$ cat config.mk
export PLATFORM = sky130hd
export DESIGN_NAME = cond_code_operand_decode
export DESIGN_NICKNAME = d
export VERILOG_FILES = /design/src/logic/cond_code_operand_decode.v
export VERILOG_INCLUDE_DIRS = /design/src /design/src/logic
export SDC_FILE = /design/constraint.sdc
export NUM_CORES = 1
export LEC_CHECK = 0
export ABC_CLOCK_PERIOD_IN_PS = 3600
export BUFFER_PORTS_ARGS = -buffer_cell sky130_fd_sc_hd__buf_2
export CORE_MARGIN = 8
export CORE_UTILIZATION = 45
export CTS_BUF_LIST = sky130_fd_sc_hd__clkbuf_4 sky130_fd_sc_hd__clkbuf_8
export CTS_CLUSTER_SIZE = 20
export DETAILED_ROUTE_END_ITERATION = 8
export PLACE_DENSITY = 0.68
export SLEW_MARGIN = 40
export SYNTH_ARGS = -nofsm -noshare
export SYNTH_HDL_FRONTEND = slang
export SYNTH_SLANG_ARGS = --single-unit
$ cat constraint.sdc
create_clock -name core_clk -period 3.6 [get_ports core_clk]
set_input_delay 0.18 -clock core_clk [delete_from_list [all_inputs] [get_ports core_clk]]
set_output_delay 0.18 -clock core_clk [all_outputs]
set_load 0.02 [all_outputs]
$ cat src/logic/cond_decode_map.vh
// Constants for the condition-code and operand decoder.
// Assumes inclusion by bare name from the decoder source only.
`ifndef COND_DECODE_MAP_VH
`define COND_DECODE_MAP_VH
// ==================================================================
// Condition codes in opcode bits 7:4
`define CC_HI 7
`define CC_LO 4
`define CC_NEVER 4'h0
`define CC_SIGNED_BELOW 4'h1
`define CC_SIGNED_AT_MOST 4'h2
`define CC_UNSIGNED_AT_MOST 4'h3
`define CC_ARITH_WRAP_SET 4'h4
`define CC_NEGATIVE_RESULT 4'h5
`define CC_SAME_VALUE 4'h6
`define CC_UNSIGNED_BELOW 4'h7
`define CC_ALWAYS 4'h8
`define CC_SIGNED_AT_LEAST 4'h9
`define CC_SIGNED_ABOVE 4'ha
`define CC_UNSIGNED_ABOVE 4'hb
`define CC_ARITH_WRAP_CLEAR 4'hc
`define CC_POSITIVE_RESULT 4'hd
`define CC_DIFFERENT_VALUE 4'he
`define CC_BORROW_FREE 4'hf
// ==================================================================
// Operand kinds, named by the fetch unit along with the opcode
`define KIND_REG8 4'h0
`define KIND_PAIR 4'h1
`define KIND_WPAIR 4'h2
`define KIND_EXT12 4'h3
`define KIND_DA16 4'h4
`define KIND_BIT 4'h5
`define KIND_REL 4'h6
`define KIND_IDX 4'h7
`define KIND_ADD_RR 4'h8
// ==================================================================
// Operand byte counts per kind
`define LEN_ONE 2'h1
`define LEN_TWO 2'h2
// ==================================================================
// Escaped working-register form and the register-to-register add
`define ESC_NIBBLE 4'he
`define ADD_RR_OPC 8'h04
// ==================================================================
// One-hot sequencer states
`define ST_IDLE 3'h1
`define ST_OPND 3'h2
`define ST_DONE 3'h4
`endif

$ cat src/logic/cond_code_operand_decode.v
// Condition-code evaluation and operand field decode for the core.
// Assumes the fetch unit presents one opcode byte, then its operand
// bytes, all synchronous to core_clk, and names the operand kind.
`default_nettype none
`include "cond_decode_map.vh"

// Operation
// - Condition code taken from opcode bits 7:4
// - Jump decision uses only carry, zero, sign, overflow
// - Code 0 never jumps, code 8 always
// - signed_below from sign xor overflow; signed_at_most adds zero
// - signed_at_least, signed_above are their inverses
// - unsigned_at_most carry or zero; unsigned_above neither
// - Code 7 carry set, code f carry clear
// - Codes 4-6 flag set, c-e flag clear
// - Register byte 0-255, escaped form selects working register
// - Add opcode 04 takes source byte first
// - Relative offset signed, added to next address
// - Index is signed offset from base register
// - Register pair is even address 00 to fe
// - Extended register address is 12 bits
// - Direct address is 16 bits
// - Bit select is three bits, 0 to 7
// - Polarity is a single bit
module cond_code_operand_decode (
   input wire core_clk,
   input wire rst_b,
   input wire flagWrite,
   input wire carryIn,
   input wire zeroIn,
   input wire signIn,
   input wire overflowIn,
   input wire opcodeValid,
   input wire [7:0] opcodeByte,
   input wire opcodeCond,
   input wire [3:0] opndKind,
   input wire operandValid,
   input wire [7:0] operandByte,
   input wire [15:0] nextPc,
   output wire decodeBusy,
   output reg condValid,
   output reg [3:0] ccCode,
   output reg condTaken,
   output reg opndDone,
   output reg [11:0] regAddr,
   output reg workSel,
   output reg [3:0] workReg,
   output reg pairOk,
   output reg [2:0] bitSel,
   output reg polarity,
   output reg [15:0] target,
   output reg [7:0] srcAddr,
   output reg srcWork,
   output reg [7:0] dstAddr,
   output reg dstWork
);

   // ===============================================================
   // Flag store
   reg carry;
   reg zero;
   reg sign;
   reg overflow;
   wire effCarry;
   wire effZero;
   wire effSign;
   wire effOver;
   wire jumpNow;

   // ===============================================================
   // Sequencer state
   reg [2:0] state;
   reg [2:0] next_state;
   reg [3:0] kind;
   reg [1:0] need;
   reg [1:0] got;
   reg [7:0] firstByte;
   reg [15:0] pcHold;
   wire [1:0] kindLen;
   wire lastByte;
   wire [7:0] headByte;

   // ===============================================================
   // Next values of the decoded fields
   reg [11:0] next_regAddr;
   reg next_workSel;
   reg [3:0] next_workReg;
   reg next_pairOk;
   reg [2:0] next_bitSel;
   reg next_polarity;
   reg [15:0] next_target;
   reg [7:0] next_srcAddr;
   reg next_srcWork;
   reg [7:0] next_dstAddr;
   reg next_dstWork;

   // ===============================================================
   // Condition test; nothing but the four flags enters it
   function condTrue;
      input [3:0] cc;
      input c;
      input z;
      input s;
      input v;
      begin
         case (cc)
            `CC_NEVER: condTrue = 1'b0;
            `CC_SIGNED_BELOW: condTrue = s ^ v;
            `CC_SIGNED_AT_MOST: condTrue = z | (s ^ v);
            `CC_UNSIGNED_AT_MOST: condTrue = c | z;
            `CC_ARITH_WRAP_SET: condTrue = v;
            `CC_NEGATIVE_RESULT: condTrue = s;
            `CC_SAME_VALUE: condTrue = z;
            `CC_UNSIGNED_BELOW: condTrue = c;
            `CC_ALWAYS: condTrue = 1'b1;
            `CC_SIGNED_AT_LEAST: condTrue = ~(s ^ v);
            `CC_SIGNED_ABOVE: condTrue = ~(z | (s ^ v));
            `CC_UNSIGNED_ABOVE: condTrue = ~c & ~z;
            `CC_ARITH_WRAP_CLEAR: condTrue = ~v;
            `CC_POSITIVE_RESULT: condTrue = ~s;
            `CC_DIFFERENT_VALUE: condTrue = ~z;
            `CC_BORROW_FREE: condTrue = ~c;
            default: condTrue = 1'b0;
         endcase
      end
   endfunction

   // Operand byte count per kind; unknown kinds take one byte
   function [1:0] lenOf;
      input [3:0] k;
      begin
         case (k)
            `KIND_EXT12: lenOf = `LEN_TWO;
            `KIND_DA16: lenOf = `LEN_TWO;
            `KIND_IDX: lenOf = `LEN_TWO;
            `KIND_ADD_RR: lenOf = `LEN_TWO;
            default: lenOf = `LEN_ONE;
         endcase
      end
   endfunction

   // ===============================================================
   // Latch each completed flag update
   always @(posedge core_clk) begin
      if (!rst_b) begin
         carry <= 1'b0;
         zero <= 1'b0;
         sign <= 1'b0;
         overflow <= 1'b0;
      end else if (flagWrite) begin
         carry <= carryIn;
         zero <= zeroIn;
         sign <= signIn;
         overflow <= overflowIn;
      end
   end

   // Forward an update landing with the opcode, so a jump right
   // after a compare sees the fresh flags without a stall
   assign effCarry = flagWrite ? carryIn : carry;
   assign effZero = flagWrite ? zeroIn : zero;
   assign effSign = flagWrite ? signIn : sign;
   assign effOver = flagWrite ? overflowIn : overflow;

   // Evaluate on the opcode's own code field
   assign jumpNow = condTrue(opcodeByte[`CC_HI:`CC_LO], effCarry,
      effZero, effSign, effOver);

   // ===============================================================
   // Condition result, one cycle after the opcode, before next fetch
   always @(posedge core_clk) begin
      if (!rst_b) begin
         condValid <= 1'b0;
         ccCode <= `CC_NEVER;
         condTaken <= 1'b0;
      end else begin
         condValid <= 1'b0;
         if (opcodeValid && opcodeCond && (state == `ST_IDLE)) begin
            condValid <= 1'b1;
            ccCode <= opcodeByte[`CC_HI:`CC_LO];
            condTaken <= jumpNow;
         end
      end
   end

   // ===============================================================
   // Sequencer: opcode, then its operand bytes
   assign decodeBusy = (state != `ST_IDLE);
   // The add opcode overrides whatever kind the fetch unit named
   assign kindLen = (opcodeByte == `ADD_RR_OPC) ? `LEN_TWO : lenOf(opndKind);
   assign lastByte = operandValid && (got == (need - 2'h1));
   // First byte comes from the hold register unless it arrives now
   assign headByte = (got == 2'h0) ? operandByte : firstByte;

   always @* begin
      next_state = state;
      case (state)
         `ST_IDLE: begin
            if (opcodeValid) begin
               next_state = `ST_OPND;
            end
         end
         `ST_OPND: begin
            if (lastByte) begin
               next_state = `ST_DONE;
            end
         end
         `ST_DONE: next_state = `ST_IDLE;
         default: next_state = `ST_IDLE;
      endcase
   end

   // Bytes outside their phase are dropped: opcodes while busy,
   // operands while idle
   always @(posedge core_clk) begin
      if (!rst_b) begin
         state <= `ST_IDLE;
         kind <= `KIND_REG8;
         need <= `LEN_ONE;
         got <= 2'h0;
         firstByte <= 8'h00;
         pcHold <= 16'h0000;
      end else begin
         state <= next_state;
         if (state == `ST_IDLE && opcodeValid) begin
            kind <= (opcodeByte == `ADD_RR_OPC) ? `KIND_ADD_RR : opndKind;
            need <= kindLen;
            got <= 2'h0;
            pcHold <= nextPc;
         end else if (state == `ST_OPND && operandValid) begin
            got <= got + 2'h1;
            if (got == 2'h0) begin
               firstByte <= operandByte;
            end
         end
      end
   end

   // ===============================================================
   // Field decode from the head byte and the byte arriving now
   always @* begin
      next_regAddr = regAddr;
      next_workSel = workSel;
      next_workReg = workReg;
      next_pairOk = pairOk;
      next_bitSel = bitSel;
      next_polarity = polarity;
      next_target = target;
      next_srcAddr = srcAddr;
      next_srcWork = srcWork;
      next_dstAddr = dstAddr;
      next_dstWork = dstWork;
      case (kind)
         `KIND_REG8: begin
            // Escape nibble selects a working reg; regAddr still takes the plain byte
            next_workSel = (headByte[7:4] == `ESC_NIBBLE);
            next_workReg = headByte[3:0];
            next_regAddr = {4'h0, headByte};
         end
         `KIND_PAIR: begin
            next_regAddr = {4'h0, headByte};
            next_pairOk = ~headByte[0];
            next_workSel = 1'b0;
         end
         `KIND_WPAIR: begin
            next_workSel = 1'b1;
            next_workReg = headByte[3:0];
            next_pairOk = ~headByte[0];
         end
         `KIND_EXT12: begin
            next_regAddr = {headByte[3:0], operandByte};
            next_workSel = 1'b0;
         end
         `KIND_DA16: begin
            next_target = {headByte, operandByte};
         end
         `KIND_BIT: begin
            next_bitSel = headByte[3:1];
            next_polarity = headByte[0];
         end
         `KIND_REL: begin
            // Offset counts from the following instruction
            next_target = pcHold + {{8{headByte[7]}}, headByte};
         end
         `KIND_IDX: begin
            // Sum wraps within the 12-bit register space
            next_regAddr = {4'h0, headByte} + {{4{operandByte[7]}}, operandByte};
            next_workSel = 1'b0;
         end
         `KIND_ADD_RR: begin
            next_srcAddr = headByte;
            next_srcWork = (headByte[7:4] == `ESC_NIBBLE);
            next_dstAddr = operandByte;
            next_dstWork = (operandByte[7:4] == `ESC_NIBBLE);
         end
         default: begin
            next_regAddr = regAddr;
         end
      endcase
   end

   // ===============================================================
   // Decoded fields update only on the final operand byte
   always @(posedge core_clk) begin
      if (!rst_b) begin
         opndDone <= 1'b0;
         regAddr <= 12'h000;
         workSel <= 1'b0;
         workReg <= 4'h0;
         pairOk <= 1'b0;
         bitSel <= 3'h0;
         polarity <= 1'b0;
         target <= 16'h0000;
         srcAddr <= 8'h00;
         srcWork <= 1'b0;
         dstAddr <= 8'h00;
         dstWork <= 1'b0;
      end else begin
         opndDone <= 1'b0;
         if (state == `ST_OPND && lastByte) begin
            opndDone <= 1'b1;
            regAddr <= next_regAddr;
            workSel <= next_workSel;
            workReg <= next_workReg;
            pairOk <= next_pairOk;
            bitSel <= next_bitSel;
            polarity <= next_polarity;
            target <= next_target;
            srcAddr <= next_srcAddr;
            srcWork <= next_srcWork;
            dstAddr <= next_dstAddr;
            dstWork <= next_dstWork;
         end
      end
   end

endmodule
`default_nettype wire

Yosys cells after proc, flatten, opt, wreduce, memory -nomap -nowiden
Cells that the tools add are included.

Equal/unequal tests: 36. Add/subtract/negate cells: 4. Mux-type cells: 17. Bitwise operators: 13. Reduce and logical (&&, ||, !) cells: 27.

Operator list (count): 4-bit equality test (second input constant) (12); 4-bit by 3-bit equality test with 1-bit output (second input constant) (10); 12-bit case mux with 3 select lines (1); 16-bit case mux with 2 select lines (1); 4-bit by 2-bit equality test with 1-bit output (second input constant) (5); 2-bit AND reduction (9); 16-bit adder (1); 1-bit case mux with 16 select lines (1); 9-bit by 8-bit adder with 10-bit output (1); 1-bit NOT (9); 4-bit by 1-bit equality test with 1-bit output (second input constant) (2); 8-bit by 3-bit equality test with 1-bit output (second input constant) (1); 4-bit logical NOT (2); 8-bit two-way mux (1); 2-bit OR reduction (4); 1-bit logical AND (6); 1-bit two-way mux (6); 3-bit two-way mux (2); 3-bit case mux with 2 select lines (1); 3-bit nonzero test (2); 2-bit two-way mux (2); 4-bit two-way mux (1); 2-bit inequality test (second input constant) (2); 4-bit OR reduction (1); 13 further kinds (14).

Bits in registers: 102. Output and inout bits: 64. Logic and storage cells: 122. Input bits: 46.

Depth between registers and ports, before layout
Gate-level depths: netlist of run 1.

Depth in word-level cells: 5. Gate-level depth with buffers: 15. Depth with buffers taken out: 14.

Worst setup path before layout of run 1
No wires, ideal clock.

Path type: register to register. From: register got[0]. To: register target[15]. Library setup time: 122 ps. Clock period less this slack: 3277 ps. Required time: 3478 ps. Arrival time: 3155 ps. Cell stages (with the launch flop): 14. Buffers on the path: 1. Path slack: 323 ps. Cells stage by stage: dfxtp_1 inv_1 ha_1 clkbuf_1 mux2i_1 inv_1 ha_1 a211oi_1 o211ai_1 and2_1 a211oi_2 xnor2_1 a2111oi_0 a311o_1.

Word-level cells in the longest chain between the ends: 4. Elaborated cells between the ends (all ways): 8. Classes of those cells: add/sub: 1; eq/ne: 1; mux: 2; reduce/logical: 4.

RTL lines: from (decl) (RTL line cond_code_operand_decode.v:76) `reg [1:0] got;`; from (signal assigned) (RTL line cond_code_operand_decode.v:231) `got <= got + 2'h1;`; 2-bit logical NOT (RTL line cond_code_operand_decode.v:193) `assign headByte = (got == 2'h0) ? operandByte : firstByte;`; 8-bit two-way mux; via headByte[1] (RTL line cond_code_operand_decode.v:81) `wire [7:0] headByte;`; 16-bit adder (RTL line cond_code_operand_decode.v:283) `next_target = pcHold + {{8{headByte[7]}}, headByte};`; 16-bit case mux with 2 select lines (RTL line cond_code_operand_decode.v:253) `case (kind)`; to (signal assigned) (RTL line cond_code_operand_decode.v:328) `target <= next_target;`; to (decl) (RTL line cond_code_operand_decode.v:51) `output reg [15:0] target,`.

The timed path passes the listed nets, and every way through them passes these cells. A chain may end at the register's enable or synchronous reset.

Worst setup path after layout of run 1
From: register got[0]. To: register target[14].

Same word-level chain as after synthesis.

==> impl_metrics.json, run 1 <==
{
  "status": "complete, no violations",
  "synth.cells.most_frequent": "sky130_fd_sc_hd__dfxtp_1, sky130_fd_sc_hd__nand2_1, sky130_fd_sc_hd__a21oi_1",
  "synth_flop_cell": "sky130_fd_sc_hd__dfxtp_1",
  "max_cap_viol_count": 0,
  "design_power_total_w": 0.00228,
  "start_kind": "flop",
  "routabilityCongestion": 0.911,
  "number_of_hold_slack_violations_in_the_final_timing_report": 0,
  "yosysUniqueCellTypes": 65,
  "clock_insertion_delay_worst_skew_ns": 0.39,
  "synthesis.area_mm2": 0.00531,
  "numClockSinks": 102,
  "report.final.slew_viol_count": 0,
  "p_leak_nw": 2.67,
  "detailed_place_hpwl_um": 11600,
  "n_antenna_cell": 0,
  "worst_setup_path_end_kind": "flop",
  "route.final.wire_length_um": 15300,
  "num_rows": 39,
  "dr.first_iter.drc_count": 398,
  "postSynthRegisterBits": 102,
  "fin_hold_ws_ns": 0.0201,
  "timing.critical_path.mode_cell": "sky130_fd_sc_hd__inv_1",
  "period_share": 0.899,
  "clock_tree.buffer_depth": 2,
  "tritoncts_clock_tree": "done",
  "grt_antenna_before_repair": 0,
  "grt_first_pass_wirelength_um": 24900,
  "cts_root_buffer": "sky130_fd_sc_hd__clkbuf_8",
  "postPlaceCellArea_mm2": 0.00596,
  "hold_path.startpoint": "nextPc[6]",
  "final.setup.tns_ns": 0,
  "cp-startpoint": "got[0]",
  "number_of_vias_per_cell_after_detailed_routing": 5.64,
  "netlist_top_cells_area": "sky130_fd_sc_hd__dfxtp_1, sky130_fd_sc_hd__a21oi_1, sky130_fd_sc_hd__nand2_1",
  "regToRegSetupSlack_ns": 0.36,
  "netlist.area_leader.share": 0.385,
  "min_delay_path_class": "in2reg",
  "r2r_end": "target[14]",
  "fin_nets": 809,
  "quantity_of_i_o_buffers_inserted_on_ports": 109,
  "avgRoutedWirePerCell_um": 17.3,
  "globalRouteTotalUtil": 0.194,
  "synthesis.yosys.warnings": 0,
  "post_synthesis_cells": 641,
  "max_slew.worst_pin.slew_ns": 0.802,
  "slowest_stage": "sky130_fd_sc_hd__fa_1",
  "cts_setup_buffers": 0,
  "maxSlewHeadroom": 0.465,
  "die_w_um": 125,
  "critPathArrivalTime_ns": 3.54,
  "critical-path-max-stage-delay_ns": 0.42,
  "synthArstFlopShare": 0,
  "startpoint_of_the_lowest_slack_register_to_register_path": "got[0]",
  "synthMostInstantiatedCell": "sky130_fd_sc_hd__dfxtp_1",
  "io_pins": 110,
  "final_layout_size_suffix_gt1_frac": 0.216,
  "route.vias.total": 4989,
  "final.min_clock_period_ns": 3.24,
  "finalClockSkew_ns": 0.0137,
  "setup_viol_count_final": 0,
  "gr-total-overflow": 0,
  "floorplan.core_area_mm2": 0.0115,
  "clkSlewWorstSetupHoldPaths_ns": 0.11,
  "power-per-cell-area_mw_per_mm2": 370,
  "layout.cell_area.non_filler_mm2": 0.00616,
  "syn2layout_area_growth_pct": 16.1,
  "synth_top_area_cell": "sky130_fd_sc_hd__dfxtp_1",
  "max_freq_mhz": 309,
  "rsz_0062_raised_after_global_routing": "false",
  "cts_htree_levels": 3,
  "first_global_vias": 4906,
  "synth_enable_flop_cells": 0,
  "r2r_cells": 13,
  "synth.net_count": 714,
  "crit_fanout": 8,
  "first_pass_iters": 5,
  "final_core_utilization": 0.537,
  "synthesis.area_per_instance_um2": 8.28,
  "start_util": 0.463,
  "cp_cell_sequence": "inv_1 > ha_2 > mux2i_1 > inv_1 > ha_1 > fa_1 > a21o_1 > a21boi_0 > o211ai_1 > o22ai_1 > xnor2_1 > o221ai_1 > a21oi_1",
  "critPathRequiredTime_ns": 3.90,
  "drt.antenna.violating_nets": 0,
  "die_height_um": 125,
  "drc": 0,
  "synth_sequential_area_ratio": 0.385,
  "grt_max_degree": 52,
  "vdd_drop_max_v": 0.000387,
  "die_area_mm2": 0.0155,
  "timing.critical_path.to": "target[14]",
  "cts_made_buffers": 9,
  "timing.setup.critical_path_class": "reg2reg"
}
-- routing by layer --
layer,track usage,part of all wire,vias up
li1,-,-,2461
met1,0.233,0.43,2360
met2,0.325,0.48,145
met3,0.0587,0.065,23
met4,0.0574,0.022,0
met5,0,0,-
-- what timing repair did --
item / 4_1_cts / 5_1_grt
endpoints found under the setup margin: 0 / 1
resized for setup: 0 / 1
hold buffers: 0 / 0
endpoints found under the hold margin: 0 / 0
-- registers in the layout (all words and copies together), names as in the netlist, 4 cells and up --
register,count
pcHold,16
target,16
regAddr,12
dstAddr,8
firstByte,8
srcAddr,8
ccCode,4
kind,4
workReg,4
-- layout make-up --
type                            instances  area [µm²]
Multi-Input combinational cell        486        3060
Timing Repair Buffer                  119         621
Clock buffer                            9         124
Clock inverter                          7        65.1
Tap cell                              143         179
Inverter                               18        68.8
Sequential cell                       102        2040
Fill cell                            1118        5300
-- metrics by stage --
stage               instances  setup WS [ns]
finish                    884          0.365
CTS                       884          0.262
detailed placement        868          0.284
global route              884          0.127
global placement          868          0.408
floorplan                 641          0.323
-- worst max-delay path: cells and delay by family (launching register included) --
family                     cells  cell delay, ns
AOI/OAI and AO/OA              6            1.17
xor gates and xnor gates       1            0.14
adders and majority gates      3            1.00
buffers and inverters          2            0.23
DFF                            1            0.35
muxes                          1            0.26
-- placed cells by master (no fill, tap or decap), types with 3 or more instances in the layout --
master	instances
sky130_fd_sc_hd__buf_2	109
sky130_fd_sc_hd__dfxtp_1	102
sky130_fd_sc_hd__nand2_1	100
sky130_fd_sc_hd__a21oi_1	76
sky130_fd_sc_hd__nor2_1	72
sky130_fd_sc_hd__o21ai_0	25
sky130_fd_sc_hd__ha_1	24
sky130_fd_sc_hd__mux2i_1	22
sky130_fd_sc_hd__inv_1	17
sky130_fd_sc_hd__xnor2_1	16
sky130_fd_sc_hd__a211oi_1	15
sky130_fd_sc_hd__a21o_1	10
sky130_fd_sc_hd__buf_4	10
sky130_fd_sc_hd__nor3_1	9
sky130_fd_sc_hd__clkbuf_8	9
sky130_fd_sc_hd__nand3_1	7
sky130_fd_sc_hd__xor2_1	7
sky130_fd_sc_hd__o211ai_1	7
sky130_fd_sc_hd__a31oi_1	5
sky130_fd_sc_hd__o21a_1	5
sky130_fd_sc_hd__mux2_2	4
sky130_fd_sc_hd__nand2b_1	4
sky130_fd_sc_hd__nor3_2	4
sky130_fd_sc_hd__nor2b_1	4
sky130_fd_sc_hd__o22ai_1	4
sky130_fd_sc_hd__and2_1	4
sky130_fd_sc_hd__a22oi_1	4
sky130_fd_sc_hd__a222oi_1	3
sky130_fd_sc_hd__and3_1	3
sky130_fd_sc_hd__a221oi_1	3
sky130_fd_sc_hd__nor4_1	3
sky130_fd_sc_hd__o221a_2	3
sky130_fd_sc_hd__clkinv_4	3
-- cells by family after synthesis --
| kind of cell | Yosys count | synth area share |
|---|---|---|
| buf+inv | 53 | 0.0419 |
| flops | 102 | 0.385 |
| compound gates | 180 | 0.219 |
| xor+xnor | 23 | 0.0379 |
| mux | 27 | 0.0542 |
| simple gates | 229 | 0.196 |
| fa+ha+maj | 27 | 0.0664 |
-- power by group --
part	total (W)	leakage, nW	switching (W)	internal (W)
sequential	0.00119	0.827	0.0000306	0.00116
combinational	0.000392	1.75	0.000236	0.000156
clock	0.000703	0.0938	0.000436	0.000267
-- worst min-delay path by stage --
stage	endpoint	slack [ns]	depth (start not counted)
global placement	pcHold[13]	0.42	3
global route	pcHold[7]	0.002	3
finish	pcHold[6]	0.02	3
floorplan	target[5]	0.31	2
CTS	pcHold[11]	0.0001	3
detailed placement	pcHold[11]	0.43	3
Power figures use the tool's default switching activity.
==> run 2: changes to the inputs <==
- ABC_AREA: not set -> 1
- PLACE_DENSITY: 0.68 -> 0.71
==> impl_metrics.json, run 2 <==
{
  "status": "complete, no violations",
  "final_layout_size_suffix_gt1_frac": 0.156,
  "setup_viol_count_final": 0,
  "synthesis.area_mm2": 0.00582,
  "die_w_um": 130,
  "post_synthesis_cells": 898,
  "io_pins": 110,
  "drc": 0,
  "start_kind": "flop",
  "floorplan.core_area_mm2": 0.0126,
  "vdd_drop_max_v": 0.000192,
  "global_route.usage.met3": 0.0347,
  "max_slew.worst_pin.slew_ns": 0.717,
  "start_util": 0.461,
  "numClockSinks": 102,
  "netlist_top_cells_area": "sky130_fd_sc_hd__dfxtp_1, sky130_fd_sc_hd__nand2_1, sky130_fd_sc_hd__a21oi_1",
  "finalClockSkew_ns": 0.0122,
  "yosysUniqueCellTypes": 43,
  "most_used_layer_global_route": "met2",
  "critPathArrivalTime_ns": 3.29,
  "timing.setup.critical_path_class": "reg2reg",
  "postSynthRegisterBits": 102,
  "route.final.wire_length_um": 16300,
  "global_route_track_usage_on_met2": 0.298,
  "synth_flop_cell": "sky130_fd_sc_hd__dfxtp_1",
  "netlist.area_leader.share": 0.351,
  "final.setup.tns_ns": 0,
  "max_cap_viol_count": 0,
  "worst_setup_path_end_kind": "flop",
  "drt.antenna.violating_nets": 0,
  "synth_sequential_area_ratio": 0.351,
  "grt_max_degree": 39,
  "synth.cells.most_frequent": "sky130_fd_sc_hd__nand2_1, sky130_fd_sc_hd__inv_1, sky130_fd_sc_hd__a21oi_1, sky130_fd_sc_hd__dfxtp_1, sky130_fd_sc_hd__nor2_1",
  "grtUsageMet1": 0.271,
  "synthesis.yosys.warnings": 0,
  "cts_made_buffers": 9,
  "synth.net_count": 971,
  "cp-startpoint": "got[0]",
  "clkSlewWorstSetupHoldPaths_ns": 0.10,
  "hold_path.startpoint": "nextPc[5]",
  "seqCellArea_mm2": 0.00204,
  "maxSlewHeadroom": 0.521,
  "rsz_0062_raised_after_global_routing": "false",
  "regToRegSetupSlack_ns": 0.57,
  "first_pass_iters": 5,
  "report.final.slew_viol_count": 0,
  "max_freq_mhz": 330,
  "routabilityCongestion": 0.949,
  "number_of_hold_slack_violations_in_the_final_timing_report": 0,
  "dr.first_iter.drc_count": 383,
  "ctsResizeCount": 0,
  "final_core_utilization": 0.534,
  "n_antenna_cell": 0,
  "number_of_vias_per_cell_after_detailed_routing": 5.01,
  "cts_htree_levels": 3,
  "critPathRequiredTime_ns": 3.86,
  "grt_antenna_before_repair": 0,
  "p_leak_nw": 3.40,
  "tritoncts_clock_tree": "done",
  "clock_insertion_delay_worst_skew_ns": 0.38,
  "quantity_of_i_o_buffers_inserted_on_ports": 109,
  "cts_root_buffer": "sky130_fd_sc_hd__clkbuf_8",
  "synthArstFlopShare": 0,
  "gr-total-overflow": 0,
  "synth_enable_flop_cells": 0,
  "power-per-cell-area_mw_per_mm2": 369,
  "multi_input_area_mm2": 0.00319,
  "synth_top_area_cell": "sky130_fd_sc_hd__dfxtp_1",
  "synthesis.area_per_instance_um2": 6.48,
  "most_common_cell_after_layout_fill_and_taps_aside": "sky130_fd_sc_hd__nand2_1",
  "final.min_clock_period_ns": 3.03,
  "most-common-layout-cells": "sky130_fd_sc_hd__nand2_1, sky130_fd_sc_hd__inv_1, sky130_fd_sc_hd__buf_2, sky130_fd_sc_hd__a21oi_1, sky130_fd_sc_hd__dfxtp_1",
  "grt_first_pass_wirelength_um": 26500,
  "fin_nets": 1074,
  "syn2layout_area_growth_pct": 15.7,
  "route.vias.total": 5896,
  "detailed_place_hpwl_um": 12400,
  "num_rows": 41,
  "startpoint_of_the_lowest_slack_register_to_register_path": "got[0]",
  "design_power_total_w": 0.00249,
  "synthMostInstantiatedCell": "sky130_fd_sc_hd__nand2_1",
  "die_area_mm2": 0.0168,
  "fill_cells": 1350,
  "crit_fanout": 16,
  "die_height_um": 130,
  "min_delay_path_class": "in2reg",
  "avgRoutedWirePerCell_um": 13.8,
  "top_regs": "pcHold (16), target (16), regAddr (12)",
  "first_global_vias": 5403,
  "globalRouteTotalUtil": 0.196,
  "period_share": 0.842,
  "clock_tree.buffer_depth": 2
}
run 2: power by group:
group,switching [W],internal [W],leakage (nW)
Clock,0.000412,0.000380,0.109
Combinational,0.000338,0.000169,2.47
Sequential,0.0000264,0.00116,0.827
run 2: layer usage:
metal / vias to the layer above / share of wire / wire [µm]
met1: 2611 / 0.49 / 7980
met3: 24 / 0.064 / 1050
met5: - / 0 / 0
li1: 3089 / - / -
met4: 0 / 0.019 / 308
met2: 172 / 0.43 / 6950
run 2: repair_timing:
item / CTS / global route
hold buffers: 1 / 0
setup buffers: 0 / 0
hold endpoints to repair: 1 / 0
run 2: final cells by class:
type | instances | area share
Clock buffer | 12 | 0.0245
Clock inverter | 4 | 0.00761
Inverter | 118 | 0.0665
Multi-Input combinational cell | 650 | 0.473
Sequential cell | 102 | 0.303
Tap cell | 172 | 0.0319
Timing Repair Buffer | 120 | 0.0936
run 2: critical path: stages, from the launching register on:
cell,delay (ns)
sky130_fd_sc_hd__dfxtp_1,0.33
sky130_fd_sc_hd__inv_1,0.10
sky130_fd_sc_hd__ha_1,0.53
sky130_fd_sc_hd__nand2_1,0.15
sky130_fd_sc_hd__o21ai_2,0.16
sky130_fd_sc_hd__inv_1,0.31
sky130_fd_sc_hd__ha_1,0.49
sky130_fd_sc_hd__nand2_1,0.11
sky130_fd_sc_hd__inv_1,0.11
sky130_fd_sc_hd__nand2_1,0.08
sky130_fd_sc_hd__nor3_1,0.14
sky130_fd_sc_hd__nand2_1,0.11
sky130_fd_sc_hd__nand3_1,0.09
sky130_fd_sc_hd__nand3_1,0.07
sky130_fd_sc_hd__nand2_1,0.08
sky130_fd_sc_hd__a21oi_1,0.05
run 2: worst paths after layout:
path         cells past startpoint            to
max                             15    target[14]
max reg2reg                     15    target[14]
min reg2reg                      2  firstByte[4]
min                              3     pcHold[5]
run 2: kinds of logic after synthesis:
family                     count (synthesis)  synth area share
xor gates and xnor gates                   6           0.00902
and+or+nand+nor                          448             0.324
DFF                                      102             0.351
AOI/OAI and AO/OA                        169             0.154
buffers and inverters                    146             0.102
adders and majority gates                 27            0.0606
run 2: stage by stage:
step           setup slack, ns  hold WS [ns]  std cells  instance area (µm²)
6_report                 0.567        0.0331       1178                 6740
5_1_grt                  0.236        0.0318       1178                 6740
4_1_cts                  0.608        0.0210       1178                 6740
3_5_place_dp             0.629         0.411       1161                 6510
3_3_place_gp             0.762         0.407       1161                 6510
2_1_floorplan             1.03         0.296        898                 5820
